==> src/rtcm_pkg.sv <==
// Register map constants for the real-time clock register bank
package rtcm_pkg;
	localparam int          ADDR_W      = 6;
	localparam int          NREG        = 55;
	localparam logic [5:0]  ADDR_FIRST  = 6'h00;
	localparam logic [5:0]  ADDR_LAST   = 6'h36;
	localparam logic [5:0]  A_GEN_CTL   = 6'h00;
	localparam logic [5:0]  A_FLAG_CTL  = 6'h01;
	localparam logic [5:0]  A_CAP_FLAGS = 6'h03;
	localparam logic [5:0]  A_SOFT_RST  = 6'h05;
	localparam logic [5:0]  A_HUND      = 6'h06;
	localparam logic [5:0]  A_SEC       = 6'h07;
	localparam logic [5:0]  A_MIN       = 6'h08;
	localparam logic [5:0]  A_HOUR      = 6'h09;
	localparam logic [5:0]  A_DAY       = 6'h0A;
	localparam logic [5:0]  A_WDAY      = 6'h0B;
	localparam logic [5:0]  A_MON       = 6'h0C;
	localparam logic [5:0]  A_YEAR      = 6'h0D;
	localparam logic [5:0]  A_AL_SEC    = 6'h0E;
	localparam logic [5:0]  A_AL_MIN    = 6'h0F;
	localparam logic [5:0]  A_AL_HOUR   = 6'h10;
	localparam logic [5:0]  A_AL_DAY    = 6'h11;
	localparam logic [5:0]  A_AL_WDAY   = 6'h12;
	localparam logic [5:0]  A_DIVIDED_CLOCK_PIN    = 6'h13;
	localparam logic [5:0]  A_TS_BASE   = 6'h14;
	localparam logic [5:0]  A_TS_END    = 6'h2F;
	localparam int          TS_STRIDE   = 7;
	localparam int          TS_CHANS    = 4;
	localparam logic [5:0]  A_WD_CTL    = 6'h35;
	localparam logic [5:0]  A_WD_VAL    = 6'h36;
	// Bit positions
	localparam int          B_STOP      = 5;
	localparam int          B_12_24     = 2;
	localparam int          B_WATCHDOG_EXPIRED_FLAG      = 6;
	localparam int          B_AF        = 4;
	localparam int          B_AIE       = 1;
	localparam int          B_CPR       = 7;
	localparam int          B_SR        = 3;
	localparam int          B_CTS       = 0;
	localparam int          B_OTPR      = 5;
	localparam int          B_AE        = 7;
	localparam int          B_WD_EN     = 7;
	localparam int          B_TSF1      = 7;
	// Clock out, temperature interval and pending tick limit
	localparam logic [2:0]  COF_OFF     = 3'h7;
	localparam logic [2:0]  COF_1HZ     = 3'h6;
	localparam int          SHIFT_1HZ   = 15;
	localparam logic [5:0]  TEMP_MAX_MIN = 6'h20;
	localparam logic [7:0]  PEND_MAX    = 8'hFF;

	function automatic logic [7:0] reset_value(input logic [5:0] a);
		case (a)
			6'h00: reset_value = 8'h08;
			6'h02: reset_value = 8'hE0;
			6'h05: reset_value = 8'h24;
			6'h07: reset_value = 8'h80;
			6'h0A, 6'h0B, 6'h0C, 6'h0D: reset_value = 8'h01;
			6'h0E, 6'h0F, 6'h10, 6'h11, 6'h12: reset_value = 8'h80;
			default: reset_value = 8'h00;
		endcase
	endfunction

	// Readable bits; everything else reads zero
	function automatic logic [7:0] read_mask(input logic [5:0] a);
		case (a)
			6'h01: read_mask = 8'hD2;
			6'h03, 6'h04: read_mask = 8'hF0;
			6'h05: read_mask = 8'h89;
			6'h08: read_mask = 8'h7F;
			6'h09, 6'h0A: read_mask = 8'h3F;
			6'h0B: read_mask = 8'h07;
			6'h0C: read_mask = 8'h1F;
			6'h10, 6'h11: read_mask = 8'hBF;
			6'h12: read_mask = 8'h87;
			6'h13: read_mask = 8'hE7;
			6'h14, 6'h1B, 6'h22, 6'h29: read_mask = 8'hDF;
			6'h15, 6'h16, 6'h1C, 6'h1D, 6'h23, 6'h24, 6'h2A, 6'h2B: read_mask = 8'h7F;
			6'h17, 6'h18, 6'h1E, 6'h1F, 6'h25, 6'h26, 6'h2C, 6'h2D: read_mask = 8'h3F;
			6'h19, 6'h20, 6'h27, 6'h2E: read_mask = 8'h1F;
			default: read_mask = (a > ADDR_LAST) ? 8'h00 : 8'hFF;
		endcase
	endfunction
endpackage

==> src/rtcm_register_map.sv <==
// Register bank, calendar counters, alarm, capture, watchdog and clock out
// How it works
// - Pointer steps by one after each data byte read or written.
// - Pointer past the last register wraps back to the first.
// - Day rollover follows month length and leap years.
// - Hours run in twelve-hour with half-day bit, or twenty-four-hour.
// - Time and date counters hold packed BCD; other registers binary.
// - Time counters frozen while a bus transaction runs.
// - Capture updates wait until the transaction has finished.
// - Unused bits always read zero.
// - Undefined bit keeps its value across every reset.
// - Temperature interval programmable, 32 minutes default down to 4.
// - Clock out divides crystal rate, full rate default, down to 1 Hz.
// - Watchdog counts from one of four selectable source ticks.
// - Watchdog expiry raises an interrupt.
// - Alarm match raises an interrupt when the alarm interrupt enable is set.
// - Capture trigger copies current time and date into its set.
`timescale 1ns/1ps
`default_nettype none
module rtcm_register_map (
	// Clock and reset
	input  wire logic       clock,
	input  wire logic       sys_rst,
	input  wire logic       clk_en,
	// Byte-level serial transaction port
	input  wire logic       txn_active,
	input  wire logic       ptr_load,
	input  wire logic [5:0] ptr_value,
	input  wire logic       wr_strb,
	input  wire logic [7:0] wr_data,
	input  wire logic       rd_strb,
	output logic      [7:0] rd_data_ff,
	// Time bases and events
	input  wire logic       tick_100hz,
	input  wire logic       osc_tick,
	input  wire logic [3:0] wd_src_tick,
	input  wire logic [3:0] capture_trig,
	// Outputs
	output logic            irq_ff,
	output logic            divided_clock_pin_ff,
	output logic            temp_meas_ff
);
	logic [7:0]  regs_ff [0:rtcm_pkg::NREG-1];
	logic [5:0]  ptr_ff;
	logic        otpr_ff;
	logic [7:0]  pend_ff;
	logic [3:0]  cap_pend_ff;
	logic        sec_step_ff;
	logic [7:0]  wd_cnt_ff;
	logic [15:0] div_cnt_ff;
	logic [5:0]  temp_cnt_ff;
	logic        run;
	logic        tick_go;
	logic [3:0]  cap_do;
	logic        wr_ok;
	logic        sr_cmd;
	logic        af_set;
	logic        wd_expire;
	logic        alarm_match;
	logic [7:0]  rd_val;
	logic [7:0]  flag_base;
	logic [7:0]  capf_base;
	logic [7:0]  n_hund, n_sec, n_min, n_hour, n_day, n_wday, n_mon, n_year;
	logic        c_sec, c_min, c_hour, c_day, c_mon, c_year;

	function automatic logic [7:0] bcd_step(input logic [7:0] v, input logic [7:0] top,
		input logic [7:0] base);
		if (v == top) begin
			bcd_step = base;
		end else if (v[3:0] == 4'h9) begin
			bcd_step = {v[7:4] + 4'h1, 4'h0};
		end else begin
			bcd_step = {v[7:4], v[3:0] + 4'h1};
		end
	endfunction

	function automatic logic [7:0] month_len(input logic [7:0] mon, input logic [7:0] yr);
		logic leap;
		leap = yr[4] ? (yr[3:0] == 4'h2 || yr[3:0] == 4'h6)
			: (yr[3:0] == 4'h0 || yr[3:0] == 4'h4 || yr[3:0] == 4'h8);
		case (mon)
			8'h02: month_len = leap ? 8'h29 : 8'h28;
			8'h04, 8'h06, 8'h09, 8'h11: month_len = 8'h30;
			default: month_len = 8'h31;
		endcase
	endfunction

	////////////////////////////////////////////////////////////////////////////
	// Calendar advance by one hundredth
	always_comb begin
		logic [7:0] t_s, t_m, t_h, h12;
		t_s = bcd_step({1'b0, regs_ff[rtcm_pkg::A_SEC][6:0]}, 8'h59, 8'h00);
		t_m = bcd_step({1'b0, regs_ff[rtcm_pkg::A_MIN][6:0]}, 8'h59, 8'h00);
		h12 = {3'h0, regs_ff[rtcm_pkg::A_HOUR][4:0]};
		t_h = 8'h00;
		n_hund = bcd_step(regs_ff[rtcm_pkg::A_HUND], 8'h99, 8'h00);
		c_sec = regs_ff[rtcm_pkg::A_HUND] == 8'h99;
		n_sec = regs_ff[rtcm_pkg::A_SEC];
		n_min = regs_ff[rtcm_pkg::A_MIN];
		n_hour = regs_ff[rtcm_pkg::A_HOUR];
		n_day = regs_ff[rtcm_pkg::A_DAY];
		n_wday = regs_ff[rtcm_pkg::A_WDAY];
		n_mon = regs_ff[rtcm_pkg::A_MON];
		n_year = regs_ff[rtcm_pkg::A_YEAR];
		c_min = c_sec && regs_ff[rtcm_pkg::A_SEC][6:0] == 7'h59;
		c_hour = c_min && regs_ff[rtcm_pkg::A_MIN][6:0] == 7'h59;
		if (c_sec) begin
			n_sec = {regs_ff[rtcm_pkg::A_SEC][7], t_s[6:0]};
		end
		if (c_min) begin
			n_min = {1'b0, t_m[6:0]};
		end
		if (regs_ff[rtcm_pkg::A_GEN_CTL][rtcm_pkg::B_12_24]) begin
			c_day = c_hour && h12 == 8'h11 && regs_ff[rtcm_pkg::A_HOUR][5];
			t_h = bcd_step(h12, 8'h12, 8'h01);
			if (c_hour) begin
				n_hour = {2'h0, regs_ff[rtcm_pkg::A_HOUR][5] ^ (h12 == 8'h11), t_h[4:0]};
			end
		end else begin
			c_day = c_hour && regs_ff[rtcm_pkg::A_HOUR][5:0] == 6'h23;
			t_h = bcd_step({2'h0, regs_ff[rtcm_pkg::A_HOUR][5:0]}, 8'h23, 8'h00);
			if (c_hour) begin
				n_hour = {2'h0, t_h[5:0]};
			end
		end
		c_mon = c_day && regs_ff[rtcm_pkg::A_DAY] == month_len(regs_ff[rtcm_pkg::A_MON],
			regs_ff[rtcm_pkg::A_YEAR]);
		c_year = c_mon && regs_ff[rtcm_pkg::A_MON] == 8'h12;
		if (c_day) begin
			n_day = c_mon ? 8'h01 : bcd_step(regs_ff[rtcm_pkg::A_DAY], 8'h31, 8'h01);
			n_wday = (regs_ff[rtcm_pkg::A_WDAY][2:0] == 3'h6) ? 8'h00
				: {5'h0, regs_ff[rtcm_pkg::A_WDAY][2:0] + 3'h1};
		end
		if (c_mon) begin
			n_mon = bcd_step(regs_ff[rtcm_pkg::A_MON], 8'h12, 8'h01);
		end
		if (c_year) begin
			n_year = bcd_step(regs_ff[rtcm_pkg::A_YEAR], 8'h99, 8'h00);
		end
	end

	////////////////////////////////////////////////////////////////////////////
	// Freeze, pending ticks and capture scheduling
	assign run = !txn_active && !regs_ff[rtcm_pkg::A_GEN_CTL][rtcm_pkg::B_STOP];
	assign tick_go = run && (pend_ff != 8'h00 || tick_100hz);
	assign cap_do = (cap_pend_ff | capture_trig) & {4{!txn_active}};

	always_ff @(posedge clock or posedge sys_rst) begin
		if (sys_rst) begin
			pend_ff <= 8'h00;
		end else if (clk_en) begin
			pend_ff <= pend_ff
				+ {7'h0, tick_100hz && !regs_ff[rtcm_pkg::A_GEN_CTL][rtcm_pkg::B_STOP]
					&& pend_ff != rtcm_pkg::PEND_MAX}
				- {7'h0, tick_go};
		end
	end
	always_ff @(posedge clock or posedge sys_rst) begin
		if (sys_rst) begin
			cap_pend_ff <= 4'h0;
		end else if (clk_en) begin
			cap_pend_ff <= (cap_pend_ff | capture_trig) & ~cap_do;
		end
	end

	////////////////////////////////////////////////////////////////////////////
	// Register storage
	assign wr_ok = wr_strb && ptr_ff <= rtcm_pkg::ADDR_LAST;
	assign sr_cmd = wr_ok && ptr_ff == rtcm_pkg::A_SOFT_RST;

	always_comb begin
		flag_base = regs_ff[rtcm_pkg::A_FLAG_CTL];
		capf_base = regs_ff[rtcm_pkg::A_CAP_FLAGS];
		if (sr_cmd && wr_data[rtcm_pkg::B_SR]) begin
			flag_base = rtcm_pkg::reset_value(rtcm_pkg::A_FLAG_CTL);
			capf_base = rtcm_pkg::reset_value(rtcm_pkg::A_CAP_FLAGS);
		end else if (wr_ok && ptr_ff == rtcm_pkg::A_FLAG_CTL) begin
			flag_base = wr_data & rtcm_pkg::read_mask(rtcm_pkg::A_FLAG_CTL);
		end else if (wr_ok && ptr_ff == rtcm_pkg::A_CAP_FLAGS) begin
			capf_base = wr_data & rtcm_pkg::read_mask(rtcm_pkg::A_CAP_FLAGS);
		end
	end

	always_ff @(posedge clock or posedge sys_rst) begin
		if (sys_rst) begin
			for (int i = 0; i < rtcm_pkg::NREG; i++) begin
				regs_ff[i] <= rtcm_pkg::reset_value(6'(i));
			end
		end else if (clk_en) begin
			if (tick_go) begin
				regs_ff[rtcm_pkg::A_HUND] <= n_hund;
				regs_ff[rtcm_pkg::A_SEC] <= n_sec;
				regs_ff[rtcm_pkg::A_MIN] <= n_min;
				regs_ff[rtcm_pkg::A_HOUR] <= n_hour;
				regs_ff[rtcm_pkg::A_DAY] <= n_day;
				regs_ff[rtcm_pkg::A_WDAY] <= n_wday;
				regs_ff[rtcm_pkg::A_MON] <= n_mon;
				regs_ff[rtcm_pkg::A_YEAR] <= n_year;
			end
			for (int c = 0; c < rtcm_pkg::TS_CHANS; c++) begin
				if (cap_do[c]) begin
					for (int k = 1; k < rtcm_pkg::TS_STRIDE; k++) begin
						regs_ff[6'(rtcm_pkg::A_TS_BASE + c * rtcm_pkg::TS_STRIDE + k)] <=
							regs_ff[6'(rtcm_pkg::A_SEC + k - 1 + (k > 4 ? 1 : 0))]
							& rtcm_pkg::read_mask(6'(rtcm_pkg::A_TS_BASE + k));
					end
				end
			end
			if (wr_ok && !sr_cmd) begin
				regs_ff[ptr_ff] <= wr_data & rtcm_pkg::read_mask(ptr_ff);
			end
			if (sr_cmd) begin
				if (wr_data[rtcm_pkg::B_SR]) begin
					for (int i = 0; i < 5; i++) begin
						regs_ff[i] <= rtcm_pkg::reset_value(6'(i));
					end
				end
				if (wr_data[rtcm_pkg::B_CPR]) begin
					regs_ff[rtcm_pkg::A_HUND] <= 8'h00;
				end
				if (wr_data[rtcm_pkg::B_CTS]) begin
					for (int i = rtcm_pkg::A_TS_BASE; i <= rtcm_pkg::A_TS_END; i++) begin
						regs_ff[i] <= 8'h00;
					end
				end
			end
			// Hardware set wins over a clearing write
			regs_ff[rtcm_pkg::A_FLAG_CTL] <= flag_base
				| ({7'h0, wd_expire} << rtcm_pkg::B_WATCHDOG_EXPIRED_FLAG)
				| ({7'h0, af_set} << rtcm_pkg::B_AF);
			regs_ff[rtcm_pkg::A_CAP_FLAGS] <= capf_base | {cap_do, 4'h0};
		end
	end

	// Undefined bit: no reset of any kind touches it
	always_ff @(posedge clock) begin
		if (clk_en && wr_ok && ptr_ff == rtcm_pkg::A_DIVIDED_CLOCK_PIN) begin
			otpr_ff <= wr_data[rtcm_pkg::B_OTPR];
		end
	end

	////////////////////////////////////////////////////////////////////////////
	// Address pointer and read data
	always_ff @(posedge clock or posedge sys_rst) begin
		if (sys_rst) begin
			ptr_ff <= rtcm_pkg::ADDR_FIRST;
		end else if (clk_en) begin
			if (ptr_load) begin
				ptr_ff <= ptr_value;
			end else if (rd_strb || wr_strb) begin
				ptr_ff <= (ptr_ff >= rtcm_pkg::ADDR_LAST) ? rtcm_pkg::ADDR_FIRST
					: ptr_ff + 6'h01;
			end
		end
	end

	always_comb begin
		rd_val = (ptr_ff <= rtcm_pkg::ADDR_LAST) ? regs_ff[ptr_ff] : 8'h00;
		if (ptr_ff == rtcm_pkg::A_DIVIDED_CLOCK_PIN) begin
			rd_val[rtcm_pkg::B_OTPR] = otpr_ff;
		end
		rd_val = rd_val & rtcm_pkg::read_mask(ptr_ff);
	end

	always_ff @(posedge clock or posedge sys_rst) begin
		if (sys_rst) begin
			rd_data_ff <= 8'h00;
		end else if (clk_en && rd_strb) begin
			rd_data_ff <= rd_val;
		end
	end

	////////////////////////////////////////////////////////////////////////////
	// Alarm and interrupt
	always_comb begin
		logic [4:0] hit, en;
		en = ~{regs_ff[rtcm_pkg::A_AL_SEC][rtcm_pkg::B_AE], regs_ff[rtcm_pkg::A_AL_MIN][7],
			regs_ff[rtcm_pkg::A_AL_HOUR][7], regs_ff[rtcm_pkg::A_AL_DAY][7],
			regs_ff[rtcm_pkg::A_AL_WDAY][7]};
		hit = {regs_ff[rtcm_pkg::A_AL_SEC][6:0] == regs_ff[rtcm_pkg::A_SEC][6:0],
			regs_ff[rtcm_pkg::A_AL_MIN][6:0] == regs_ff[rtcm_pkg::A_MIN][6:0],
			regs_ff[rtcm_pkg::A_AL_HOUR][5:0] == regs_ff[rtcm_pkg::A_HOUR][5:0],
			regs_ff[rtcm_pkg::A_AL_DAY][5:0] == regs_ff[rtcm_pkg::A_DAY][5:0],
			regs_ff[rtcm_pkg::A_AL_WDAY][2:0] == regs_ff[rtcm_pkg::A_WDAY][2:0]};
		alarm_match = (en != 5'h00) && ((hit | ~en) == 5'h1F);
	end
	assign af_set = sec_step_ff && alarm_match;
	always_ff @(posedge clock or posedge sys_rst) begin
		if (sys_rst) begin
			sec_step_ff <= 1'b0;
			irq_ff <= 1'b0;
		end else if (clk_en) begin
			sec_step_ff <= tick_go && c_sec;
			irq_ff <= (regs_ff[rtcm_pkg::A_FLAG_CTL][rtcm_pkg::B_AF]
				&& regs_ff[rtcm_pkg::A_FLAG_CTL][rtcm_pkg::B_AIE])
				|| regs_ff[rtcm_pkg::A_FLAG_CTL][rtcm_pkg::B_WATCHDOG_EXPIRED_FLAG];
		end
	end

	////////////////////////////////////////////////////////////////////////////
	// Watchdog
	assign wd_expire = regs_ff[rtcm_pkg::A_WD_CTL][rtcm_pkg::B_WD_EN] && wd_cnt_ff == 8'h01
		&& wd_src_tick[regs_ff[rtcm_pkg::A_WD_CTL][1:0]];

	always_ff @(posedge clock or posedge sys_rst) begin
		if (sys_rst) begin
			wd_cnt_ff <= 8'h00;
		end else if (clk_en) begin
			if (wr_ok && ptr_ff == rtcm_pkg::A_WD_VAL) begin
				wd_cnt_ff <= wr_data;
			end else if (regs_ff[rtcm_pkg::A_WD_CTL][rtcm_pkg::B_WD_EN] && wd_cnt_ff != 8'h00
				&& wd_src_tick[regs_ff[rtcm_pkg::A_WD_CTL][1:0]]) begin
				wd_cnt_ff <= wd_cnt_ff - 8'h01;
			end
		end
	end

	////////////////////////////////////////////////////////////////////////////
	// Clock out divider and temperature interval
	always_ff @(posedge clock or posedge sys_rst) begin
		logic [2:0]  cof;
		logic [15:0] half;
		if (sys_rst) begin
			div_cnt_ff <= 16'h0000;
			divided_clock_pin_ff <= 1'b0;
		end else if (clk_en) begin
			cof = regs_ff[rtcm_pkg::A_DIVIDED_CLOCK_PIN][2:0];
			half = (cof == rtcm_pkg::COF_1HZ) ? 16'h0001 << rtcm_pkg::SHIFT_1HZ
				: 16'h0001 << cof;
			if (cof == rtcm_pkg::COF_OFF) begin
				div_cnt_ff <= 16'h0000;
				divided_clock_pin_ff <= 1'b0;
			end else if (osc_tick) begin
				if (div_cnt_ff >= half - 16'h0001) begin
					div_cnt_ff <= 16'h0000;
					divided_clock_pin_ff <= !divided_clock_pin_ff;
				end else begin
					div_cnt_ff <= div_cnt_ff + 16'h0001;
				end
			end
		end
	end

	always_ff @(posedge clock or posedge sys_rst) begin
		logic [5:0] interval;
		if (sys_rst) begin
			temp_cnt_ff <= 6'h00;
			temp_meas_ff <= 1'b0;
		end else if (clk_en) begin
			interval = rtcm_pkg::TEMP_MAX_MIN >> regs_ff[rtcm_pkg::A_DIVIDED_CLOCK_PIN][7:6];
			temp_meas_ff <= 1'b0;
			if (tick_go && c_min) begin
				if (temp_cnt_ff >= interval - 6'h01) begin
					temp_cnt_ff <= 6'h00;
					temp_meas_ff <= 1'b1;
				end else begin
					temp_cnt_ff <= temp_cnt_ff + 6'h01;
				end
			end
		end
	end

	////////////////////////////////////////////////////////////////////////////
	// Checks
	AST_PTR_STEP: assert property (@(posedge clock) disable iff (sys_rst)
		clk_en && (rd_strb || wr_strb) && !ptr_load && ptr_ff < rtcm_pkg::ADDR_LAST
		|=> ptr_ff == $past(ptr_ff) + 6'h01)
		else $error("pointer did not step after a data byte");
	AST_PTR_WRAP: assert property (@(posedge clock) disable iff (sys_rst)
		clk_en && rd_strb && !ptr_load && ptr_ff == rtcm_pkg::ADDR_LAST |=> ptr_ff == 6'h00)
		else $error("pointer did not wrap to the first register");
	AST_DAY_ROLL: assert property (@(posedge clock) disable iff (sys_rst)
		clk_en && tick_go && c_mon && !wr_strb |=> regs_ff[rtcm_pkg::A_DAY] == 8'h01)
		else $error("day did not roll to one at month end");
	AST_FREEZE: assert property (@(posedge clock) disable iff (sys_rst)
		clk_en && txn_active && !wr_strb
		|=> regs_ff[rtcm_pkg::A_HUND] == $past(regs_ff[rtcm_pkg::A_HUND]))
		else $error("time counter moved during a transaction");
	AST_CAP_HOLD: assert property (@(posedge clock) disable iff (sys_rst)
		clk_en && txn_active && capture_trig[0] |=> cap_pend_ff[0])
		else $error("capture during a transaction was not held");
	AST_UNUSED_ZERO: assert property (@(posedge clock) disable iff (sys_rst)
		clk_en && rd_strb && ptr_ff == rtcm_pkg::A_FLAG_CTL |=> rd_data_ff[5] == 1'b0
		&& rd_data_ff[3:2] == 2'h0 && rd_data_ff[0] == 1'b0)
		else $error("unused bit read as one");
	AST_ALARM_IRQ: assert property (@(posedge clock) disable iff (sys_rst)
		clk_en && af_set ##1 clk_en && regs_ff[rtcm_pkg::A_FLAG_CTL][rtcm_pkg::B_AIE]
		|=> irq_ff)
		else $error("enabled alarm match raised no interrupt");
	AST_WD_IRQ: assert property (@(posedge clock) disable iff (sys_rst)
		clk_en && wd_expire ##1 clk_en |-> regs_ff[rtcm_pkg::A_FLAG_CTL][rtcm_pkg::B_WATCHDOG_EXPIRED_FLAG]
		##1 irq_ff)
		else $error("watchdog expiry raised no interrupt");
	AST_PEND_KEEP: assert property (@(posedge clock) disable iff (sys_rst)
		clk_en && txn_active && tick_100hz && pend_ff != rtcm_pkg::PEND_MAX
		&& !regs_ff[rtcm_pkg::A_GEN_CTL][rtcm_pkg::B_STOP] |=> pend_ff == $past(pend_ff) + 8'h01)
		else $error("tick during a transaction was lost");
endmodule
`default_nettype wire

==> config.mk <==
export PLATFORM = sky130hd
export DESIGN_NAME = rtcm_register_map
export DESIGN_NICKNAME = d
export VERILOG_FILES = /design/src/rtcm_pkg.sv /design/src/rtcm_register_map.sv
export SDC_FILE = /design/constraint.sdc
export NUM_CORES = 2
export LEC_CHECK = 0
export ABC_AREA = 1
export BUFFER_PORTS_ARGS = -buffer_cell sky130_fd_sc_hd__buf_2
export CORE_UTILIZATION = 55
export CTS_BUF_LIST = sky130_fd_sc_hd__clkbuf_4 sky130_fd_sc_hd__clkbuf_8
export DETAILED_ROUTE_END_ITERATION = 8
export HOLD_SLACK_MARGIN = 0.02
export MAX_ROUTING_LAYER = met4
export PLACE_DENSITY = 0.78
export SLEW_MARGIN = 20
export SYNTH_ARGS = -nofsm -noshare
export SYNTH_HDL_FRONTEND = slang
export SYNTH_SLANG_ARGS = --single-unit
export TNS_END_PERCENT = 10
==> constraint.sdc <==
create_clock -name clock -period 17.7 [get_ports clock]
set_input_delay 0.885 -clock clock [delete_from_list [all_inputs] [get_ports clock]]
set_output_delay 0.885 -clock clock [all_outputs]
set_load 0.02 [all_outputs]
==> metrics.txt <==
# TYPE chip_impl_metric gauge
chip_impl_metric{name="layout.nets",unit=""} 4372
chip_impl_metric{name="detailedRoute.firstPassIterationCount",unit=""} 7
chip_impl_metric{name="comb_power_share",unit="%"} 35.2
chip_impl_metric{name="route.antenna.remaining_nets",unit=""} 0
chip_impl_metric{name="gp_congestion",unit=""} 0.9864
chip_impl_metric{name="synthDominantCellAreaShare",unit="%"} 38.86
chip_impl_metric{name="h_tree_lvls",unit=""} 3
chip_impl_metric{name="syn_area_per_cell",unit="sq um"} 7.047
chip_impl_metric{name="worst_pin_slew",unit="ns"} 1.129
chip_impl_metric{name="final.setup_skew",unit="ns"} 0.03705
chip_impl_metric{name="core_area",unit="sq um"} 55090
chip_impl_metric{name="relSlewSlack",unit="%"} 24.67
chip_impl_metric{name="placement_rows",unit=""} 86
chip_impl_metric{name="grt_antenna_before_repair",unit=""} 7
chip_impl_metric{name="worst-endpoint-arrival",unit="ns"} 5.38
chip_impl_metric{name="worst-endpoint-required",unit="ns"} 18.35
chip_impl_metric{name="syn_to_final_growth",unit="%"} 8.123
chip_impl_metric{name="insertion_delay",unit="ns"} 0.72
chip_impl_metric{name="cts_inserted_buffers",unit=""} 87
chip_impl_metric{name="area_fraction_in_compound_gates_after_synthesis",unit="%"} 23.31
chip_impl_info{name="yosys.area.top_type",value="sky130_fd_sc_hd__dfrtp_1"} 1
chip_impl_metric{name="synth_simple_gate_area_share",unit="%"} 23.50
chip_impl_metric{name="floorplan.die.height",unit="microns"} 238.1
chip_impl_metric{name="post_synthesis_share_of_cell_area_spent_on_xor_and_xnor_gates",unit="%"} 1.286
chip_impl_metric{name="synth.area.mux_share",unit="%"} 0.03265
chip_impl_info{name="critPathKind",value="flip-flop to flip-flop"} 1
chip_impl_metric{name="syn-cell-area",unit="sq um"} 30650
chip_impl_metric{name="mappedNetlistNets",unit=""} 4447
chip_impl_metric{name="synth-async-reset-ratio",unit="%"} 99.80
chip_impl_metric{name="cts_max_path_bufs",unit=""} 3
chip_impl_metric{name="grt_pass1_vias",unit=""} 29246
chip_impl_metric{name="p_int",unit="mW"} 2.493
chip_impl_metric{name="slew_violations",unit=""} 0
chip_impl_metric{name="final_util",unit="%"} 60.16
chip_impl_info{name="clk_root_buffer_cell",value="sky130_fd_sc_hd__clkbuf_8"} 1
chip_impl_info{name="run_status",value="finished, final reports clean"} 1
chip_impl_metric{name="cap_violations",unit=""} 0
chip_impl_info{name="end_kind",value="flip-flop"} 1
chip_impl_metric{name="timing.critical_path.fanout_max",unit=""} 30
chip_impl_metric{name="holdBufCountCts",unit=""} 0
chip_impl_metric{name="finalHoldViolCount",unit=""} 0
chip_impl_metric{name="final-setup-viol-count",unit=""} 0
chip_impl_metric{name="synthCells",unit=""} 4350
chip_impl_metric{name="netSwitchingFraction",unit="%"} 43.30
chip_impl_metric{name="total_routing_usage_gr",unit="%"} 41.66
chip_impl_metric{name="wl_per_cell",unit="microns"} 22.62
chip_impl_metric{name="min_period",unit="ns"} 4.730
chip_impl_metric{name="synth-edff-count",unit=""} 1
chip_impl_metric{name="number_of_clock_sinks",unit=""} 493
chip_impl_metric{name="post_cts_resize_count",unit=""} 0
chip_impl_metric{name="drt_iter0_drc",unit=""} 5356
chip_impl_metric{name="start_util",unit="%"} 55.64
chip_impl_metric{name="share_of_final_layout_standard_cells_stronger_than_drive_strength_1",unit="%"} 8.748
chip_impl_metric{name="post_drt_via_cell_ratio",unit=""} 6.334
chip_impl_metric{name="grt_first_pass_wirelength",unit="microns"} 174600
chip_impl_metric{name="clockPowerShare",unit="%"} 26.3
chip_impl_metric{name="setup_total_negative_slack",unit="ns"} 0
chip_impl_metric{name="power_density",unit="nW/um^2"} 132.7
chip_impl_info{name="post-synth-top-count-cell",value="sky130_fd_sc_hd__nand2_1"} 1
chip_impl_metric{name="irDropWorstVdd",unit="V"} 0.00007404
chip_impl_metric{name="dr_total_vias",unit=""} 32336
chip_impl_metric{name="place.port_buffers",unit=""} 41
chip_impl_info{name="synth_flop_cell",value="sky130_fd_sc_hd__dfrtp_1"} 1
chip_impl_metric{name="final_global_route_overflow_total",unit=""} 0
chip_impl_metric{name="yosysUniqueCellTypes",unit=""} 57
chip_impl_metric{name="floorplan.die.width",unit="microns"} 238.1
chip_impl_metric{name="floorplan.io_pins",unit=""} 42
chip_impl_metric{name="synth-seq-area-share",unit="%"} 40.33
chip_impl_metric{name="seq_power_share",unit="%"} 38.5
chip_impl_info{name="rsz0062_at_grt",value="no"} 1
chip_impl_metric{name="power.switching",unit="mW"} 1.904
chip_impl_metric{name="hpwl",unit="microns"} 72880
chip_impl_metric{name="largest_net_degree_at_the_start_of_global_routing",unit=""} 171
chip_impl_metric{name="synth_fa_ha_area_share",unit="%"} 2.718
chip_impl_metric{name="die_footprint",unit="sq um"} 56680
chip_impl_info{name="synth_top_family_by_area",value="simple AND/OR/NAND/NOR gates"} 1
chip_impl_metric{name="post-route-drc-count",unit=""} 0
chip_impl_info{name="synthTopCellsByArea",value="sky130_fd_sc_hd__dfrtp_1, sky130_fd_sc_hd__nand2_1, sky130_fd_sc_hd__o21ai_0"} 1
chip_impl_metric{name="route.final.wire_length",unit="microns"} 115500
chip_impl_metric{name="power.leakage",unit="nW"} 15.01
chip_impl_metric{name="clk_transition_reported_paths",unit="ns"} 0.07
chip_impl_info{name="worst_setup_path_start_kind",value="flip-flop"} 1
chip_impl_info{name="worstHoldPathType",value="input port to async pin"} 1
chip_impl_info{name="synth.top_cells.by_count",value="sky130_fd_sc_hd__nand2_1, sky130_fd_sc_hd__o21ai_0, sky130_fd_sc_hd__dfrtp_1"} 1
chip_impl_metric{name="yosys_warnings",unit=""} 0
chip_impl_metric{name="yosys_register_bits",unit=""} 493
chip_impl_info{name="tritoncts",value="built"} 1
chip_impl_metric{name="fmax",unit="MHz"} 211.4
chip_impl_metric{name="cts_post_setup_buffers_inserted",unit=""} 0
chip_impl_metric{name="period_utilisation_layout",unit="%"} 26.72
[cells by family after synthesis]
| kind of cell | count (synthesis) |
|---|---|
| xor+xnor | 45 |
| buf+inv | 694 |
| fa+ha+maj | 66 |
| mux | 1 |
| compound gates | 1297 |
| flops | 493 |
| simple gates | 1754 |
[critical path, stage by stage, from the launching register on]
cell	delay, ns
sky130_fd_sc_hd__dfrtp_1	0.57
sky130_fd_sc_hd__inv_1	0.39
sky130_fd_sc_hd__ha_1	0.40
sky130_fd_sc_hd__inv_1	0.08
sky130_fd_sc_hd__nand2_1	0.07
sky130_fd_sc_hd__nand3_1	0.07
sky130_fd_sc_hd__nand2_1	0.09
sky130_fd_sc_hd__a21oi_1	0.22
sky130_fd_sc_hd__nand3_1	0.18
sky130_fd_sc_hd__nor2_4	0.20
sky130_fd_sc_hd__nand3_1	0.08
sky130_fd_sc_hd__nand2_1	0.10
sky130_fd_sc_hd__nand3_2	0.71
sky130_fd_sc_hd__inv_1	1.18
sky130_fd_sc_hd__o21ai_0	0.23
sky130_fd_sc_hd__nand2_1	0.11
[cell usage in the layout, fill, tap and decap left out, drive strengths merged, types with 2 or more instances in the layout]
master | synthesis | routed
a221oi | 7 | 7
xor2 | 33 | 33
buf | 80 | 80
nor2 | 315 | 315
ha | 65 | 65
clkinv | 11 | 18
nor4 | 6 | 6
clkinvlp | 0 | 4
o21a | 2 | 2
o21ai | 663 | 663
a31oi | 16 | 16
dfstp | 16 | 16
nand4 | 32 | 32
a211oi | 4 | 4
nand3b | 4 | 4
o311ai | 6 | 6
nand3 | 167 | 167
o21bai | 2 | 2
o211ai | 73 | 73
clkbuf | 164 | 146
a22o | 3 | 3
o221ai | 10 | 10
o22ai | 95 | 95
or2 | 3 | 3
diode | 0 | 13
inv | 439 | 440
dfrtp | 476 | 476
a22oi | 48 | 48
nor3 | 38 | 38
o31ai | 4 | 4
nor3b | 3 | 3
nand2 | 1186 | 1186
a21oi | 344 | 344
a41oi | 3 | 3
o2111ai | 13 | 13
xnor2 | 12 | 12
[area by class of cell]
cell class                      count  area [sq um]
Fill cell                        5065         21950
Multi-Input combinational cell   3163         15700
Sequential cell                   493         12360
Clock buffer                      146          1803
Inverter                          450          1702
Tap cell                          748         935.9
Timing Repair Buffer               80         541.8
Clock inverter                     12         70.07
Antenna cell                       13         32.53
[registers in the layout (all words and copies together), names as in the netlist]
signal / count
wd_cnt_ff: 8
irq_ff: 1
div_cnt_ff: 16
divided_clock_pin_ff: 1
otpr_ff: 1
cap_pend_ff: 4
ptr_ff: 6
rd_data_ff: 8
temp_cnt_ff: 6
sec_step_ff: 1
regs_ff: 432
pend_ff: 8
temp_meas_ff: 1
[routing by layer]
metal,share of wire [%],global-route usage (%),wire (microns)
met1,37,52.69,42400
met2,41,56.10,46880
met3,15,14.67,17720
met4,7.3,27.02,8474
met5,0,-,0
[power by group through the flow]
stage                     clock network [mW]  logic, mW  registers [mW]
final                                   1.16       1.55            1.69
after global routing                    1.20       1.68            1.71
after CTS                               1.15       1.48            1.67
after detailed placement                   0       1.48            1.69
after global placement                     0       1.44            1.68
after floorplan                            0       1.03            1.58
[per-stage QoR]
stage,cells,area (sq um),setup WS [ns],total power [mW],hold WS (ns)
detailed placement,4934,31220,13.31,3.164,0.4653
floorplan,4350,30650,3.109,2.616,0.4437
global placement,4934,31220,13.42,3.125,0.4603
CTS,5092,33090,13.25,4.309,0.3790
finish,5105,33140,12.97,4.397,0.2746
global route,5103,33140,12.81,4.589,0.4006
[final timing paths]
check	start	end	slack, ns	cells past startpoint
max reg2reg	ptr_ff[0]	regs_ff[269]	12.97	15
max	ptr_ff[0]	regs_ff[269]	12.97	15
min reg2reg	regs_ff[182]	regs_ff[182]	0.48	2
min	sys_rst	regs_ff[112]	0.27	2
min in group clock	wr_data[3]	regs_ff[435]	0.46	3
max in group asynchronous	sys_rst	regs_ff[391]	14.98	4
Power figures use the tool's default switching activity.
